**config.mk**
```make
export PLATFORM = sky130hd
export DESIGN_NAME = ssr_top
export DESIGN_NICKNAME = d
export VERILOG_FILES = /design/src/hw/ssr_pkg.sv /design/src/hw/ssr_event_latch.sv /design/src/hw/ssr_mask_reg.sv /design/src/hw/ssr_top.sv
export SDC_FILE = /design/constraint.sdc
export NUM_CORES = 1
export LEC_CHECK = 0
export BUFFER_PORTS_ARGS = -buffer_cell sky130_fd_sc_hd__buf_2
export CORE_MARGIN = 5
export CORE_UTILIZATION = 42
export CTS_CLUSTER_SIZE = 30
export DETAILED_ROUTE_END_ITERATION = 16
export GPL_TIMING_DRIVEN = 0
export PLACE_DENSITY = 0.68
export SLEW_MARGIN = 15
export SYNTH_ARGS = -nofsm -noshare
export SYNTH_HDL_FRONTEND = slang
export SYNTH_SLANG_ARGS = --single-unit
```
**constraint.sdc**
```tcl
create_clock -name ref_clk -period 6.8 [get_ports ref_clk]
set_input_delay 1.02 -clock ref_clk [delete_from_list [all_inputs] [get_ports ref_clk]]
set_output_delay 1.02 -clock ref_clk [all_outputs]
set_load 0.02 [all_outputs]
```
**src/hw/ssr_pkg.sv**
```systemverilog
// Package with the bit layout, reset values and codes of the status reporting block.
package ssr_pkg;
    localparam int unsigned SSR_BYTE_W      = 8;
    localparam int unsigned SSR_PROT_W      = 17;
    localparam int unsigned SSR_RSP_W       = 32;

    // Standard event latch bit positions.
    localparam int unsigned SSR_EV_OPC      = 0;
    localparam int unsigned SSR_EV_REQCTL   = 1;
    localparam int unsigned SSR_EV_QUERY    = 2;
    localparam int unsigned SSR_EV_DEVDEP   = 3;
    localparam int unsigned SSR_EV_EXEC     = 4;
    localparam int unsigned SSR_EV_CMD      = 5;
    localparam int unsigned SSR_EV_USER     = 6;
    localparam int unsigned SSR_EV_PON      = 7;

    // Status byte bit positions.
    localparam int unsigned SSR_SB_UNUSED0  = 0;
    localparam int unsigned SSR_SB_PROT     = 1;
    localparam int unsigned SSR_SB_ERRQ     = 2;
    localparam int unsigned SSR_SB_QUES     = 3;
    localparam int unsigned SSR_SB_MSG      = 4;
    localparam int unsigned SSR_SB_EVSUM    = 5;
    localparam int unsigned SSR_SB_REQ      = 6;
    localparam int unsigned SSR_SB_OPER     = 7;

    // Event bits that internal conditions may set; request control and user request never.
    localparam logic [7:0]  SSR_EV_USED     = 8'hBD;
    // Service condition ignores the request-service bit itself.
    localparam logic [7:0]  SSR_SB_SRV_MASK = 8'hBF;

    localparam logic [7:0]  SSR_RST_BYTE    = 8'h00;
    localparam logic [16:0] SSR_RST_PROT    = 17'h00000;
    localparam logic [31:0] SSR_RST_RSP     = 32'h00000000;

    // Which query the response word answers.
    typedef enum logic [2:0] {
        SSR_SRC_EVL  = 3'h0,
        SSR_SRC_EVM  = 3'h1,
        SSR_SRC_SVM  = 3'h2,
        SSR_SRC_BYT  = 3'h3,
        SSR_SRC_POLL = 3'h4,
        SSR_SRC_PEV  = 3'h5,
        SSR_SRC_PEN  = 3'h6
    } ssr_src_e;
endpackage : ssr_pkg

```
**src/hw/ssr_event_latch.sv**
```systemverilog
// Sticky event latch with a per-bit admit mask and a clear that loses to a new event.
`timescale 1ns/1ps
`default_nettype none
module ssr_event_latch #(
    parameter int unsigned W = 8
) (
    input  wire logic         ref_clk,
    input  wire logic         rst,
    input  wire logic [W-1:0] set_in,
    input  wire logic [W-1:0] admit,
    input  wire logic         clear,
    output var  logic [W-1:0] latch_q
);
    logic [W-1:0] latch_d;

    // An event in the clearing cycle survives so that it is never lost.
    always_comb begin
        latch_d = (clear ? '0 : latch_q) | (set_in & admit);
    end

    always_ff @(posedge ref_clk or posedge rst) begin
        if (rst) begin
            latch_q <= '0;
        end else begin
            latch_q <= latch_d;
        end
    end
endmodule : ssr_event_latch
`default_nettype wire

```
**src/hw/ssr_mask_reg.sv**
```systemverilog
// Plain write-and-hold mask register.
`timescale 1ns/1ps
`default_nettype none
module ssr_mask_reg #(
    parameter int unsigned W = 8
) (
    input  wire logic         ref_clk,
    input  wire logic         rst,
    input  wire logic         wr,
    input  wire logic [W-1:0] wr_data,
    output var  logic [W-1:0] mask_q
);
    always_ff @(posedge ref_clk or posedge rst) begin
        if (rst) begin
            mask_q <= '0;
        end else if (wr) begin
            mask_q <= wr_data;
        end
    end
endmodule : ssr_mask_reg
`default_nettype wire

```
**src/hw/ssr_top.sv**
```systemverilog
// Status byte, standard event latch and service request logic of the instrument.
`timescale 1ns/1ps
`default_nettype none
module ssr_top (
    input  wire logic                          ref_clk,
    input  wire logic                          rst,
    input  wire logic                          gpib_active,
    input  wire logic [ssr_pkg::SSR_BYTE_W-1:0] event_pulse,
    input  wire logic [ssr_pkg::SSR_PROT_W-1:0] prot_event,
    input  wire logic                          err_queue_nonempty,
    input  wire logic                          message_waiting,
    input  wire logic                          clear_status_command,
    input  wire logic                          standard_event_latch_query,
    input  wire logic                          event_enable_mask_command,
    input  wire logic                          event_enable_mask_query,
    input  wire logic                          service_request_mask_command,
    input  wire logic                          service_request_mask_query,
    input  wire logic                          summary_status_byte_query,
    input  wire logic                          serial_poll,
    input  wire logic                          prot_enable_command,
    input  wire logic                          prot_enable_query,
    input  wire logic                          prot_event_query,
    input  wire logic [ssr_pkg::SSR_RSP_W-1:0]  cmd_data,
    output var  logic                          rsp_valid_q,
    output var  logic [ssr_pkg::SSR_RSP_W-1:0]  rsp_data_q,
    output var  logic                          request_service_flag_q,
    output var  logic                          srq_q
);
    import ssr_pkg::*;

    logic [SSR_BYTE_W-1:0] standard_event_latch;
    logic [SSR_BYTE_W-1:0] event_enable_mask;
    logic [SSR_BYTE_W-1:0] service_request_mask;
    logic [SSR_PROT_W-1:0] prot_enable_mask;
    logic [SSR_PROT_W-1:0] prot_latch;
    logic [SSR_BYTE_W-1:0] status_base;
    logic                  message_waiting_flag;
    logic                  srv_cond;
    logic                  srv_cond_q;
    logic                  poll_ok;
    logic                  evl_clear;
    logic                  prot_clear;
    logic                  request_service_flag_d;
    logic                  rsp_valid_d;
    logic [SSR_RSP_W-1:0]  rsp_data_d;
    logic [SSR_BYTE_W-1:0] ev_mask_copy_q;
    logic [SSR_BYTE_W-1:0] sv_mask_copy_q;

    // Zero-extend a byte to the response width.
    function automatic logic [SSR_RSP_W-1:0] ssr_widen(input logic [SSR_BYTE_W-1:0] b);
        ssr_widen = {{(SSR_RSP_W - SSR_BYTE_W){1'b0}}, b};
    endfunction : ssr_widen

    // Replace bit 6 of the status byte with the given indication.
    function automatic logic [SSR_BYTE_W-1:0] ssr_with_b6(input logic [SSR_BYTE_W-1:0] b, input logic v);
        logic [SSR_BYTE_W-1:0] r;
        r = b;
        r[SSR_SB_REQ] = v;
        ssr_with_b6 = r;
    endfunction : ssr_with_b6

    assign evl_clear  = standard_event_latch_query | clear_status_command;
    assign prot_clear = prot_event_query | clear_status_command;
    // Serial poll only exists on the GPIB link; elsewhere the strobe is ignored.
    assign poll_ok    = serial_poll & gpib_active;

    ssr_event_latch #(
        .W       (SSR_BYTE_W)
    ) u_event_latch (
        .ref_clk (ref_clk),
        .rst     (rst),
        .set_in  (event_pulse),
        .admit   (SSR_EV_USED),
        .clear   (evl_clear),
        .latch_q (standard_event_latch)
    );

    ssr_event_latch #(
        .W       (SSR_PROT_W)
    ) u_prot_latch (
        .ref_clk (ref_clk),
        .rst     (rst),
        .set_in  (prot_event),
        .admit   (prot_enable_mask),
        .clear   (prot_clear),
        .latch_q (prot_latch)
    );

    ssr_mask_reg #(
        .W       (SSR_BYTE_W)
    ) u_event_mask (
        .ref_clk (ref_clk),
        .rst     (rst),
        .wr      (event_enable_mask_command),
        .wr_data (cmd_data[SSR_BYTE_W-1:0]),
        .mask_q  (event_enable_mask)
    );

    ssr_mask_reg #(
        .W       (SSR_BYTE_W)
    ) u_service_mask (
        .ref_clk (ref_clk),
        .rst     (rst),
        .wr      (service_request_mask_command),
        .wr_data (cmd_data[SSR_BYTE_W-1:0]),
        .mask_q  (service_request_mask)
    );

    ssr_mask_reg #(
        .W       (SSR_PROT_W)
    ) u_prot_mask (
        .ref_clk (ref_clk),
        .rst     (rst),
        .wr      (prot_enable_command),
        .wr_data (cmd_data[SSR_PROT_W-1:0]),
        .mask_q  (prot_enable_mask)
    );

    assign message_waiting_flag = message_waiting & gpib_active;

    // Status byte without bit 6; clearing the latches clears bits 1 and 5, while bit 2 follows the error queue and bit 4 the message input gated by GPIB.
    always_comb begin
        status_base                 = SSR_RST_BYTE;
        status_base[SSR_SB_PROT]    = |prot_latch;
        status_base[SSR_SB_ERRQ]    = err_queue_nonempty;
        status_base[SSR_SB_MSG]     = message_waiting_flag;
        status_base[SSR_SB_EVSUM]   = |(standard_event_latch & event_enable_mask);
    end

    assign srv_cond = |(status_base & service_request_mask & SSR_SB_SRV_MASK);

    always_ff @(posedge ref_clk or posedge rst) begin
        if (rst) begin
            srv_cond_q <= 1'b0;
        end else begin
            srv_cond_q <= srv_cond;
        end
    end

    // A new reason sets the flag even in the cycle of a poll or clear, so it is not lost.
    always_comb begin
        request_service_flag_d = request_service_flag_q;
        if (poll_ok || clear_status_command) begin
            request_service_flag_d = 1'b0;
        end
        if (srv_cond && !srv_cond_q) begin
            request_service_flag_d = 1'b1;
        end
    end

    always_ff @(posedge ref_clk or posedge rst) begin
        if (rst) begin
            request_service_flag_q <= 1'b0;
        end else begin
            request_service_flag_q <= request_service_flag_d;
        end
    end

    always_ff @(posedge ref_clk or posedge rst) begin
        if (rst) begin
            srq_q <= 1'b0;
        end else begin
            srq_q <= request_service_flag_d & gpib_active;
        end
    end

    // One answer per cycle; of simultaneous queries only the first in this fixed order is answered.
    always_comb begin
        rsp_valid_d = 1'b1;
        rsp_data_d  = rsp_data_q;
        if (standard_event_latch_query) begin
            rsp_data_d = ssr_widen(standard_event_latch);
        end else if (event_enable_mask_query) begin
            rsp_data_d = ssr_widen(event_enable_mask);
        end else if (service_request_mask_query) begin
            rsp_data_d = ssr_widen(service_request_mask);
        end else if (summary_status_byte_query) begin
            rsp_data_d = ssr_widen(ssr_with_b6(status_base, srv_cond));
        end else if (poll_ok) begin
            rsp_data_d = ssr_widen(ssr_with_b6(status_base, request_service_flag_q));
        end else if (prot_event_query) begin
            rsp_data_d = {{(SSR_RSP_W - SSR_PROT_W){1'b0}}, prot_latch};
        end else if (prot_enable_query) begin
            rsp_data_d = {{(SSR_RSP_W - SSR_PROT_W){1'b0}}, prot_enable_mask};
        end else begin
            rsp_valid_d = 1'b0;
        end
    end

    always_ff @(posedge ref_clk or posedge rst) begin
        if (rst) begin
            rsp_valid_q <= 1'b0;
            rsp_data_q  <= SSR_RST_RSP;
        end else begin
            rsp_valid_q <= rsp_valid_d;
            rsp_data_q  <= rsp_data_d;
        end
    end

    // Independent copies of the event and service request masks; the readback checks compare against these, not the mask registers.
    always_ff @(posedge ref_clk or posedge rst) begin
        if (rst) begin
            ev_mask_copy_q <= SSR_RST_BYTE;
        end else if (event_enable_mask_command) begin
            ev_mask_copy_q <= cmd_data[SSR_BYTE_W-1:0];
        end
    end

    always_ff @(posedge ref_clk or posedge rst) begin
        if (rst) begin
            sv_mask_copy_q <= SSR_RST_BYTE;
        end else if (service_request_mask_command) begin
            sv_mask_copy_q <= cmd_data[SSR_BYTE_W-1:0];
        end
    end

    property p_evl_read_clears;
        @(posedge ref_clk) disable iff (rst)
        (standard_event_latch_query && !(|event_pulse)) |=> (standard_event_latch == 8'h00);
    endproperty
    a_evl_read_clears: assert property (p_evl_read_clears) else $error("event latch not cleared by read");

    property p_evl_read_data;
        @(posedge ref_clk) disable iff (rst)
        standard_event_latch_query |=> (rsp_valid_q && rsp_data_q[7:0] == $past(standard_event_latch));
    endproperty
    a_evl_read_data: assert property (p_evl_read_data) else $error("event latch query returned wrong value");

    property p_unused_events;
        @(posedge ref_clk) disable iff (rst)
        ((standard_event_latch & 8'h42) == 8'h00);
    endproperty
    a_unused_events: assert property (p_unused_events) else $error("unused event bit set");

    property p_event_latch_sets;
        @(posedge ref_clk) disable iff (rst)
        event_pulse[SSR_EV_EXEC] |=> standard_event_latch[SSR_EV_EXEC];
    endproperty
    a_event_latch_sets: assert property (p_event_latch_sets) else $error("execution event not latched");

    property p_evmask_readback;
        @(posedge ref_clk) disable iff (rst)
        (event_enable_mask_query && !standard_event_latch_query)
            |=> (rsp_valid_q && rsp_data_q[7:0] == $past(ev_mask_copy_q));
    endproperty
    a_evmask_readback: assert property (p_evmask_readback) else $error("event mask readback differs");

    property p_svmask_readback;
        @(posedge ref_clk) disable iff (rst)
        (service_request_mask_query && !standard_event_latch_query && !event_enable_mask_query)
            |=> (rsp_valid_q && rsp_data_q[7:0] == $past(sv_mask_copy_q));
    endproperty
    a_svmask_readback: assert property (p_svmask_readback) else $error("service mask readback differs");

    property p_byte_query_bit6;
        @(posedge ref_clk) disable iff (rst)
        (summary_status_byte_query && !standard_event_latch_query && !event_enable_mask_query
            && !service_request_mask_query) |=> (rsp_data_q[6] == $past(srv_cond) && rsp_data_q[5] == $past(
            |(standard_event_latch & event_enable_mask)));
    endproperty
    a_byte_query_bit6: assert property (p_byte_query_bit6) else $error("status query bit 6 or 5 wrong");

    property p_poll_clears_flag;
        @(posedge ref_clk) disable iff (rst)
        (poll_ok && !(srv_cond && !srv_cond_q)) |=> !request_service_flag_q;
    endproperty
    a_poll_clears_flag: assert property (p_poll_clears_flag) else $error("request flag kept after poll");

    property p_flag_rises;
        @(posedge ref_clk) disable iff (rst)
        (srv_cond && !srv_cond_q) |=> (request_service_flag_q && (srq_q == $past(gpib_active)));
    endproperty
    a_flag_rises: assert property (p_flag_rises) else $error("service request not raised");

    property p_unused_byte_bits;
        @(posedge ref_clk) disable iff (rst)
        (rsp_valid_q && $past(summary_status_byte_query || poll_ok) && !$past(standard_event_latch_query
            || event_enable_mask_query || service_request_mask_query)) |-> ((rsp_data_q & 32'h00000089) == 32'h0);
    endproperty
    a_unused_byte_bits: assert property (p_unused_byte_bits) else $error("unused status byte bit set");

    property p_cls_clears;
        @(posedge ref_clk) disable iff (rst)
        (clear_status_command && !(|event_pulse) && !(|prot_event) && !(srv_cond && !srv_cond_q))
            |=> (standard_event_latch == 8'h00 && prot_latch == 17'h0 && !request_service_flag_q);
    endproperty
    a_cls_clears: assert property (p_cls_clears) else $error("clear-status left state behind");

    property p_prot_gated;
        @(posedge ref_clk) disable iff (rst)
        $rose(|prot_latch) |-> |($past(prot_event) & $past(prot_enable_mask));
    endproperty
    a_prot_gated: assert property (p_prot_gated) else $error("protection bit latched while disabled");

    property p_msg_gpib;
        @(posedge ref_clk) disable iff (rst)
        !gpib_active |-> !status_base[SSR_SB_MSG];
    endproperty
    a_msg_gpib: assert property (p_msg_gpib) else $error("message flag off GPIB");

    property p_line_off_link;
        @(posedge ref_clk) disable iff (rst)
        !$past(gpib_active) |-> !srq_q;
    endproperty
    a_line_off_link: assert property (p_line_off_link) else $error("service request line driven off GPIB");
endmodule : ssr_top
`default_nettype wire

```
# Word level (Yosys, flattened, before mapping)
# Index checks and enable logic that the tools add are counted.
# Widths: inputs -> output; s select.
word_totals:
  reg_bits: 94
  input_bits: 73
  out_inout_bits: 35
  elab_cells: 45
op_classes:
  muxes: 18
  bitwise: 10
  n_reduce_logical: 7
ops:
  columns: ["op", "count"]
  rows:
  - ["$mux 32", 7]
  - ["$and 17x17->17", 1]
  - ["$mux 17", 1]
  - ["$or 17x17->17", 1]
  - ["$reduce_or 17->1", 1]
  - ["$mux 1", 9]
  - ["$and 6x8->8", 1]
  - ["$and 8x8->8", 1]
  - ["$mux 8", 1]
  - ["$or 8x8->8", 1]
  - ["$reduce_or 8->1", 1]
  - ["$reduce_bool 7->1", 1]
  - ["$reduce_or 7->1", 1]
  - ["$and 1x1->1", 3]
  - ["$or 1x1->1", 2]
  - ["$logic_and 1x1->1", 1]
  - ["$logic_not 1->1", 1]
  - ["$logic_or 1x1->1", 1]

# Logic depth before layout (Yosys ltp)
# Gate-level depths: netlist (run 1).
logic_depth:
  ltp_word: 8
  mapped_depth: 8
  mapped_depth_nobuf: 7

# Hierarchy
# A second synthesis (run 1) with hierarchy kept.
unflattened:
  cells_unflattened: 362
  area_unflattened_um2: 3943.8
by_module_without_submodules:
  columns: ["module", "instances", "cells_each", "area_per_inst_um2", "seq_area_each_um2"]
  rows:
  - ["ssr_top", 1, 186, 1589.0, 525.5]
  - ["ssr_event_latch at u_prot_latch", 1, 70, 690.7, 425.4]
  - ["ssr_mask_reg at u_prot_mask", 1, 37, 689.4, 425.4]
  - ["ssr_mask_reg at u_event_mask ...", 2, 18, 335.3, 200.2]
  - ["ssr_event_latch at u_event_latch", 1, 33, 304.0, 200.2]

# Least setup slack after synthesis (run 1)
# OpenSTA, ideal clock, no wires.
synth_path:
  kind: "input-to-reg"
  from: "input standard_event_latch_query"
  to: "register rsp_data_q[6] (netlist name)"
  setup_time_ns: 0.133
  arrival_time_ns: 2.067
  required_time_ns: 6.667
  slack_ns: 4.601
  cell_stages: 7
  path_buffers: 0
  cell_sequence: "nor2_1 -> nand3_4 -> nor3_4 -> inv_2 -> o2111a_1 -> a211oi_1 -> a31oi_1"
synth_via:
  elab_chain_cells: 1
  word_cells_on_any_way: 2
  classes_between: "mux: 1; reduce/logical: 1"
synth_lines:
  columns: ["element", "line_no", "text"]
  rows:
  - ["start: declaration", "ssr_top.sv:13", "input wire logic standard_event_latch_query,"]
  - ["$reduce_bool 7->1 (no line) / $mux 32 (equally long branches)", null, null]
  - ["end signal: assignment", "ssr_top.sv:196", "rsp_data_q <= rsp_data_d;"]
  - ["end: declaration", "ssr_top.sv:25", "output var logic [ssr_pkg::SSR_RSP_W-1:0] rsp_data_q,"]
# Parallel ways exist; a longest one is shown, timed or not.
# A chain may end at the register's enable or synchronous reset.

# Worst setup path in the final report (run 1)
# Same ends and word-level chain as after synthesis.

==> flow_summary.yaml, run 1 <==
synthesis:
  synth_cells: 297
  yosysTopAreaCell: "dfrtp_1"
  yosysTopAreaCellShare_pct: 54.9
  postSynth.asyncResetShare_pct: 100
  syn_area_um2: 3510
  avgSynthCellArea_um2: 11.8
  synth_seq_cells: 77
  synthTopCellsByArea: "dfrtp_1 55%, mux2_1 5.5%, mux2_2 5.5%"
  synthDistinctLibCells: 39
  synth.most_common_cell: "dfrtp_1"
  synth-edff-count: 0
  ys.warnings.count: 0
  ys_seq_area_share_pct: 54.9
  postSynth.topFlopCell: "dfrtp_1"
  yosys-top-cells-count: "77 x dfrtp_1, 29 x nor2_1"
min_path:
  hold_class: "flop to flop"
floorplanning:
  io_pins: 108
  fp.dieH_um: 101
  floorplan.initialDensity_pct: 42.9
  rows: 33
  die_w_um: 101
  core_um2: 8180
  dieArea_um2: 10300
cells_and_area:
  fin_nets: 467
  multi_input_area_um2: 1450
  area_growth_pct: 21.9
  layout-drive-gt1-share_pct: 32.0
  regArea_um2: 1930
  fin_area_um2: 4280
  n_antenna_cell: 0
  fillers: 741
  final_util_pct: 52.3
clocking:
  cts-root-buf: "clkbuf_8"
  cts-htree-levels: 3
  clk_latency_ns: 0.34
  cts_hold_buf: 0
  numClockSinks: 77
  post_cts_resize_count: 0
  clkTransAtPathRegs_ns: 0.07
  clk_path_buf_depth: 2
  cts_setup_buffers: 0
  cts_tree: "yes"
  numCtsBuffers: 9
grt:
  grt_pass1_vias: 2686
  antenna_found_initial: 0
  grt_start_max_net_pins: 51
  grt-ovfl-total: 0
  grt_pass1_wl_um: 13600
  track_usage_pct: 17.2
route:
  remaining_drc_errors: 0
  first_pass_iters: 4
  drt-wirelength-per-cell_um: 16.5
  vias: 2630
  drt-vias-per-instance: 5.24
  wl_um: 8300
  drtIter0Drc: 140
  antenna_left: 0
placed_design:
  port_buffers: 71
  dpl.hpwl_um: 6330
  dpl-instance-area_um2: 4080
  gp_congestion: 0.902
sta:
  fin_crit_ns: 2.39
  rsz0062_at_grt: "no"
  tightest_slew_ns: 0.660
  finalClockSkew_ns: 0.00880
  max_freq_mhz: 418
  slew-limit-headroom_pct: 55.8
  slew_violations: 0
  finalSetupViolCount: 0
  fin_crit_sh_pct: 35.2
  setup_tns_ns: 0
  hold_violations: 0
critical_path:
  cp_max_fo: 10
  crit_arrival_ns: 2.61
  critPathKind: "input port to flop"
  cp.required_ns: 7.01
  startpoint_type: "input port"
  end_kind: "flop"
power:
  power_density_nw_per_um2: 242
  ir_drop_mv: 0.103
  leakage_nw: 2.05
flow_run:
  drv_cap: 0
run_status:
  outcome: "finished, final reports clean"
[through the flow]
| stage | setup slack, ns | hold WS [ns] | instances | total power, mW |
|---|---|---|---|---|
| floorplan | 3.81 | 0.445 | 311 | 0.637 |
| global placement | 2.90 | 0.453 | 487 | 0.688 |
| detailed placement | 4.07 | 0.464 | 488 | 0.695 |
| CTS | 4.43 | 0.475 | 502 | 1.05 |
| global route | 4.30 | 0.500 | 502 | 1.09 |
| finish | 4.41 | 0.476 | 502 | 1.04 |
[final timing paths]
| kind | from | endpoint | slack (ns) | cells after the start |
|---|---|---|---|---|
| worst min register to register | srv_cond_q$_DFF_PP0_ | request_service_flag_q$_DFF_PP0_ | 0.48 | 1 |
| min in group asynchronous | rst | u_prot_mask.mask_q[10]$_DFFE_PP0P_ | 0.65 | 2 |
| worst min-delay path | srv_cond_q$_DFF_PP0_ | request_service_flag_q$_DFF_PP0_ | 0.48 | 1 |
| max in group asynchronous | rst | u_event_latch.latch_q[2]$_DFF_PP0_ | 5.58 | 3 |
| worst max-delay path | standard_event_latch_query | rsp_data_q[6]$_DFFE_PP0P_ | 4.41 | 8 |
| worst max register to register | u_prot_latch.latch_q[13]$_DFF_PP0_ | rsp_data_q[6]$_DFFE_PP0P_ | 4.78 | 5 |
[placed cells by master (no fill, tap or decap), types with 2 or more instances in the layout]
master    count
o211ai_1      2
o21ai_1       3
a21o_1        7
o311ai_0      3
o21ai_0       9
inv_1         3
mux2_1       17
clkbuf_8     12
dfrtp_1      77
buf_4        15
buf_2        73
clkbuf_1     11
a22o_1       17
nand2_1      10
a211oi_1      2
nor4_1        3
nand2b_1      5
inv_2         2
nand3_1       3
a22oi_1       6
conb_1       15
a31oi_1       5
a21oi_1      17
mux2i_1      16
nor2_1       29
mux2_2       17
and2_1        2
[final cells by class]
class	count	area share (%)
Tap cell	105	3.07
Buffer	28	3.83
Multi-Input combinational cell	200	33.9
Clock buffer	13	3.95
Clock inverter	1	0.702
Timing Repair Buffer	72	8.95
Sequential cell	77	45.1
Inverter	6	0.585
[sequential cells by signal (all words and copies together), names as in the netlist]
name and cells:
u_service_mask.mask_q 8, srq_q 1, u_prot_mask.mask_q 17, u_event_mask.mask_q 8, u_event_latch.latch_q 6, rsp_valid_q 1
srv_cond_q 1, request_service_flag_q 1, u_prot_latch.latch_q 17, rsp_data_q 17
[power breakdown]
part           internal (mW)  total [mW]  switching, mW
Combinational         0.0721       0.156         0.0843
Clock                  0.196       0.351          0.155
Sequential             0.498       0.529         0.0311
Total                  0.766        1.04          0.270
[cells by family after synthesis]
family | synth area share [%]
other | 0.107
flip-flops | 54.9
multiplexers | 15.5
AO/OA/AOI/OAI | 16.2
AND/OR/NAND/NOR | 8.02
buffers and inverters | 5.31
[worst max-delay path, stage by stage]
cell and delay (ns):
buf_2 0.14, nor2_1 0.32, nand3_4 0.22, nor3_4 0.37
inv_2 0.16, o2111a_1 0.15, a211oi_1 0.17, a31oi_1 0.06
[per-layer routing]
layer / share of wire, % / vias to the layer above / global-route usage [%]
met1: 43 / 1277 / 23.5
met2: 49 / 97 / 27.4
met5: 0 / - / 0
li1: - / 1250 / -
met4: 1.3 / 0 / 5.83
met3: 7.3 / 6 / 3.72
No activity file was read; power rests on OpenSTA's default activity.
==> run 2: changes to the inputs <==
--- a/config.mk
+++ b/config.mk
@@ -5,13 +5,14 @@
 export SDC_FILE = /design/constraint.sdc
 export NUM_CORES = 1
 export LEC_CHECK = 0
+export ABC_AREA = 1
 export BUFFER_PORTS_ARGS = -buffer_cell sky130_fd_sc_hd__buf_2
 export CORE_MARGIN = 5
 export CORE_UTILIZATION = 42
 export CTS_CLUSTER_SIZE = 30
 export DETAILED_ROUTE_END_ITERATION = 16
 export GPL_TIMING_DRIVEN = 0
-export PLACE_DENSITY = 0.68
+export PLACE_DENSITY = 0.7
 export SLEW_MARGIN = 15
 export SYNTH_ARGS = -nofsm -noshare
 export SYNTH_HDL_FRONTEND = slang
==> constraint.sdc (replaced) <==
create_clock -name ref_clk -period 2.06 [get_ports ref_clk]
set_input_delay 0.309 -clock ref_clk [delete_from_list [all_inputs] [get_ports ref_clk]]
set_output_delay 0.309 -clock ref_clk [all_outputs]
set_load 0.02 [all_outputs]
==> flow_summary.yaml, run 2 <==
run_status:
  outcome: "finished, final reports clean"
route:
  wl_um: 8810
  vias: 2926
  remaining_drc_errors: 0
  drtIter0Drc: 132
  first_pass_iters: 5
  antenna_left: 0
  drt-vias-per-instance: 4.90
  drt-wirelength-per-cell_um: 14.8
placed_design:
  gp_congestion: 0.805
  dpl.hpwl_um: 6690
  port_buffers: 72
sta:
  fin_crit_ns: 1.36
  hold_violations: 0
  slew_violations: 0
  fin_crit_sh_pct: 65.8
  tightest_slew_ns: 0.575
  finalClockSkew_ns: 0.00950
  finalSetupViolCount: 0
  max_freq_mhz: 737
  slew-limit-headroom_pct: 61.6
  setup_tns_ns: 0
  rsz0062_at_grt: "no"
grt:
  grt_pass1_vias: 2994
  track_usage_pct: 18.0
  grt_start_max_net_pins: 36
  antenna_found_initial: 0
  grt-ovfl-total: 0
  grt_pass1_wl_um: 14300
synthesis:
  synthDistinctLibCells: 30
  yosysTopAreaCell: "dfrtp_1"
  yosysTopAreaCellShare_pct: 53.9
  synth-edff-count: 0
  avgSynthCellArea_um2: 9.21
  yosys-top-cells-count: "84 x nand2_1, 77 x dfrtp_1, 44 x o21ai_0, 38 x inv_1, 32 x a21oi_1"
  synth_cells: 388
  synth_seq_cells: 77
  postSynth.asyncResetShare_pct: 100
  synthTopCellsByArea: "dfrtp_1 54%, nand2_1 8.8%, o21ai_0 6.2%"
  syn_area_um2: 3570
  ys.warnings.count: 0
  postSynth.topFlopCell: "dfrtp_1"
  ys_seq_area_share_pct: 53.9
  synth.most_common_cell: "nand2_1"
power:
  clkPwrFrac_pct: 32.9
  switching_share_pct: 28.4
  p_int_mw: 2.41
  ir_drop_mv: 0.505
  leakage_nw: 2.18
  p_comb_share_pct: 16.3
  power_density_nw_per_um2: 772
  seq_power_share_pct: 50.8
  p_switching_mw: 0.957
cells_and_area:
  final_cell_mix: "84 x nand2_1, 80 x buf_2, 77 x dfrtp_1, 44 x o21ai_0, 37 x inv_1"
  fillers: 785
  fin_nets: 560
  area_growth_pct: 22.0
  regArea_um2: 1930
  final_util_pct: 52.8
  final_common_cell: "nand2_1"
  layout-drive-gt1-share_pct: 30.3
  top_regs: "rsp_data_q (17), u_prot_latch.latch_q (17), u_prot_mask.mask_q (17)"
  multi_input_area_um2: 1350
  n_antenna_cell: 0
floorplanning:
  core_um2: 8260
  die_w_um: 102
  fp.dieH_um: 102
  rows: 33
  io_pins: 108
  dieArea_um2: 10500
  floorplan.initialDensity_pct: 43.3
critical_path:
  critPathKind: "flop to flop"
  worst-path-buf-inv: 0
  cp_common_cell: "nand2_1"
  startpoint: "u_prot_latch.latch_q[3]$_DFF_PP0_"
  critical_path.slowest_cell: "dfrtp_1"
  crit_arrival_ns: 1.60
  cpLargestDelayFamily: "simple AND/OR/NAND/NOR gates"
  cp_max_fo: 3
  cp.required_ns: 2.31
  startpoint_type: "flop"
  crit_path_max_incr_delay_ns: 0.41
  worstReg2RegStart: "u_prot_latch.latch_q[3]$_DFF_PP0_"
  end_kind: "flop"
  crit_path_cell_trace: "nor2_1 -> nand3_1 -> nor2_1 -> nand2_1 -> nand2_1 -> nand3_1 -> nand2_1 -> nand2_1 -> nand2_1 -> nand2_1"
flow_run:
  drv_cap: 0
min_path:
  hold_class: "input port to asynchronous set/reset pin"
clocking:
  post_cts_resize_count: 0
  clkTransAtPathRegs_ns: 0.08
  cts_hold_buf: 0
  cts-root-buf: "clkbuf_8"
  numCtsBuffers: 9
  cts_setup_buffers: 0
  clk_path_buf_depth: 2
  numClockSinks: 77
  clk_latency_ns: 0.35
  cts-htree-levels: 3
  cts_tree: "yes"
run 2: stage by stage:
step | total power [mW] | hold WS [ns] | instances | cell area, um^2 | setup slack [ns]
4_1_cts | 3.41 | 0.00902 | 597 | 4360 | 0.698
2_1_floorplan | 2.09 | 0.414 | 402 | 3630 | 0.883
5_1_grt | 3.55 | 0.0447 | 597 | 4360 | 0.528
3_5_place_dp | 2.29 | 0.393 | 581 | 4170 | 0.677
6_report | 3.37 | 0.0105 | 597 | 4360 | 0.704
3_3_place_gp | 2.26 | 0.461 | 579 | 4120 | 0.344
run 2: layout make-up:
| cell class | instances | area share [%] |
|---|---|---|
| Buffer | 29 | 4.36 |
| Tap cell | 105 | 3.01 |
| Timing Repair Buffer | 74 | 9.36 |
| Sequential cell | 77 | 44.2 |
| Multi-Input combinational cell | 255 | 31.0 |
| Inverter | 41 | 3.67 |
| Clock buffer | 9 | 2.84 |
| Clock inverter | 7 | 1.52 |
run 2: path summary, 6_finish.rpt:
| kind | end | slack, ns | depth (start not counted) |
|---|---|---|---|
| min reg2reg | u_prot_latch.latch_q[4]$_DFF_PP0_ | 0.47 | 2 |
| max in group asynchronous | u_prot_mask.mask_q[4]$_DFFE_PP0P_ | 1.48 | 3 |
| max | rsp_data_q[6]$_DFFE_PP0P_ | 0.70 | 10 |
| max reg2reg | rsp_data_q[6]$_DFFE_PP0P_ | 0.70 | 10 |
| min | rsp_data_q[1]$_DFFE_PP0P_ | 0.01 | 2 |
| min in group ref_clk | u_event_latch.latch_q[5]$_DFF_PP0_ | 0.15 | 2 |
run 2: cell families after synthesis:
| kind of cell | count (synthesis) | share of synthesized area, % |
|---|---|---|
| muxes | 15 | 4.73 |
| and+or+nand+nor | 112 | 13.4 |
| buffers and inverters | 70 | 9.70 |
| other | 1 | 0.105 |
| AOI/OAI and AO/OA | 113 | 18.1 |
| DFF | 77 | 53.9 |
run 2: power by group through the flow:
| stage | clock [mW] | sequential (mW) | combinational, mW |
|---|---|---|---|
| final | 1.11 | 1.71 | 0.549 |
| after CTS | 1.14 | 1.71 | 0.554 |
| after global routing | 1.20 | 1.73 | 0.619 |
| after floorplan | 0 | 1.75 | 0.337 |
| after detailed placement | 0 | 1.74 | 0.550 |
| after global placement | 0 | 1.74 | 0.525 |
run 2: per-layer routing:
layer	part of all wire [%]	track usage [%]	vias up
li1	-	-	1455
met1	44	23.3	1361
met2	47	28.4	98
met3	7.1	5.80	12
met4	1.5	6.46	0
met5	0	0	-
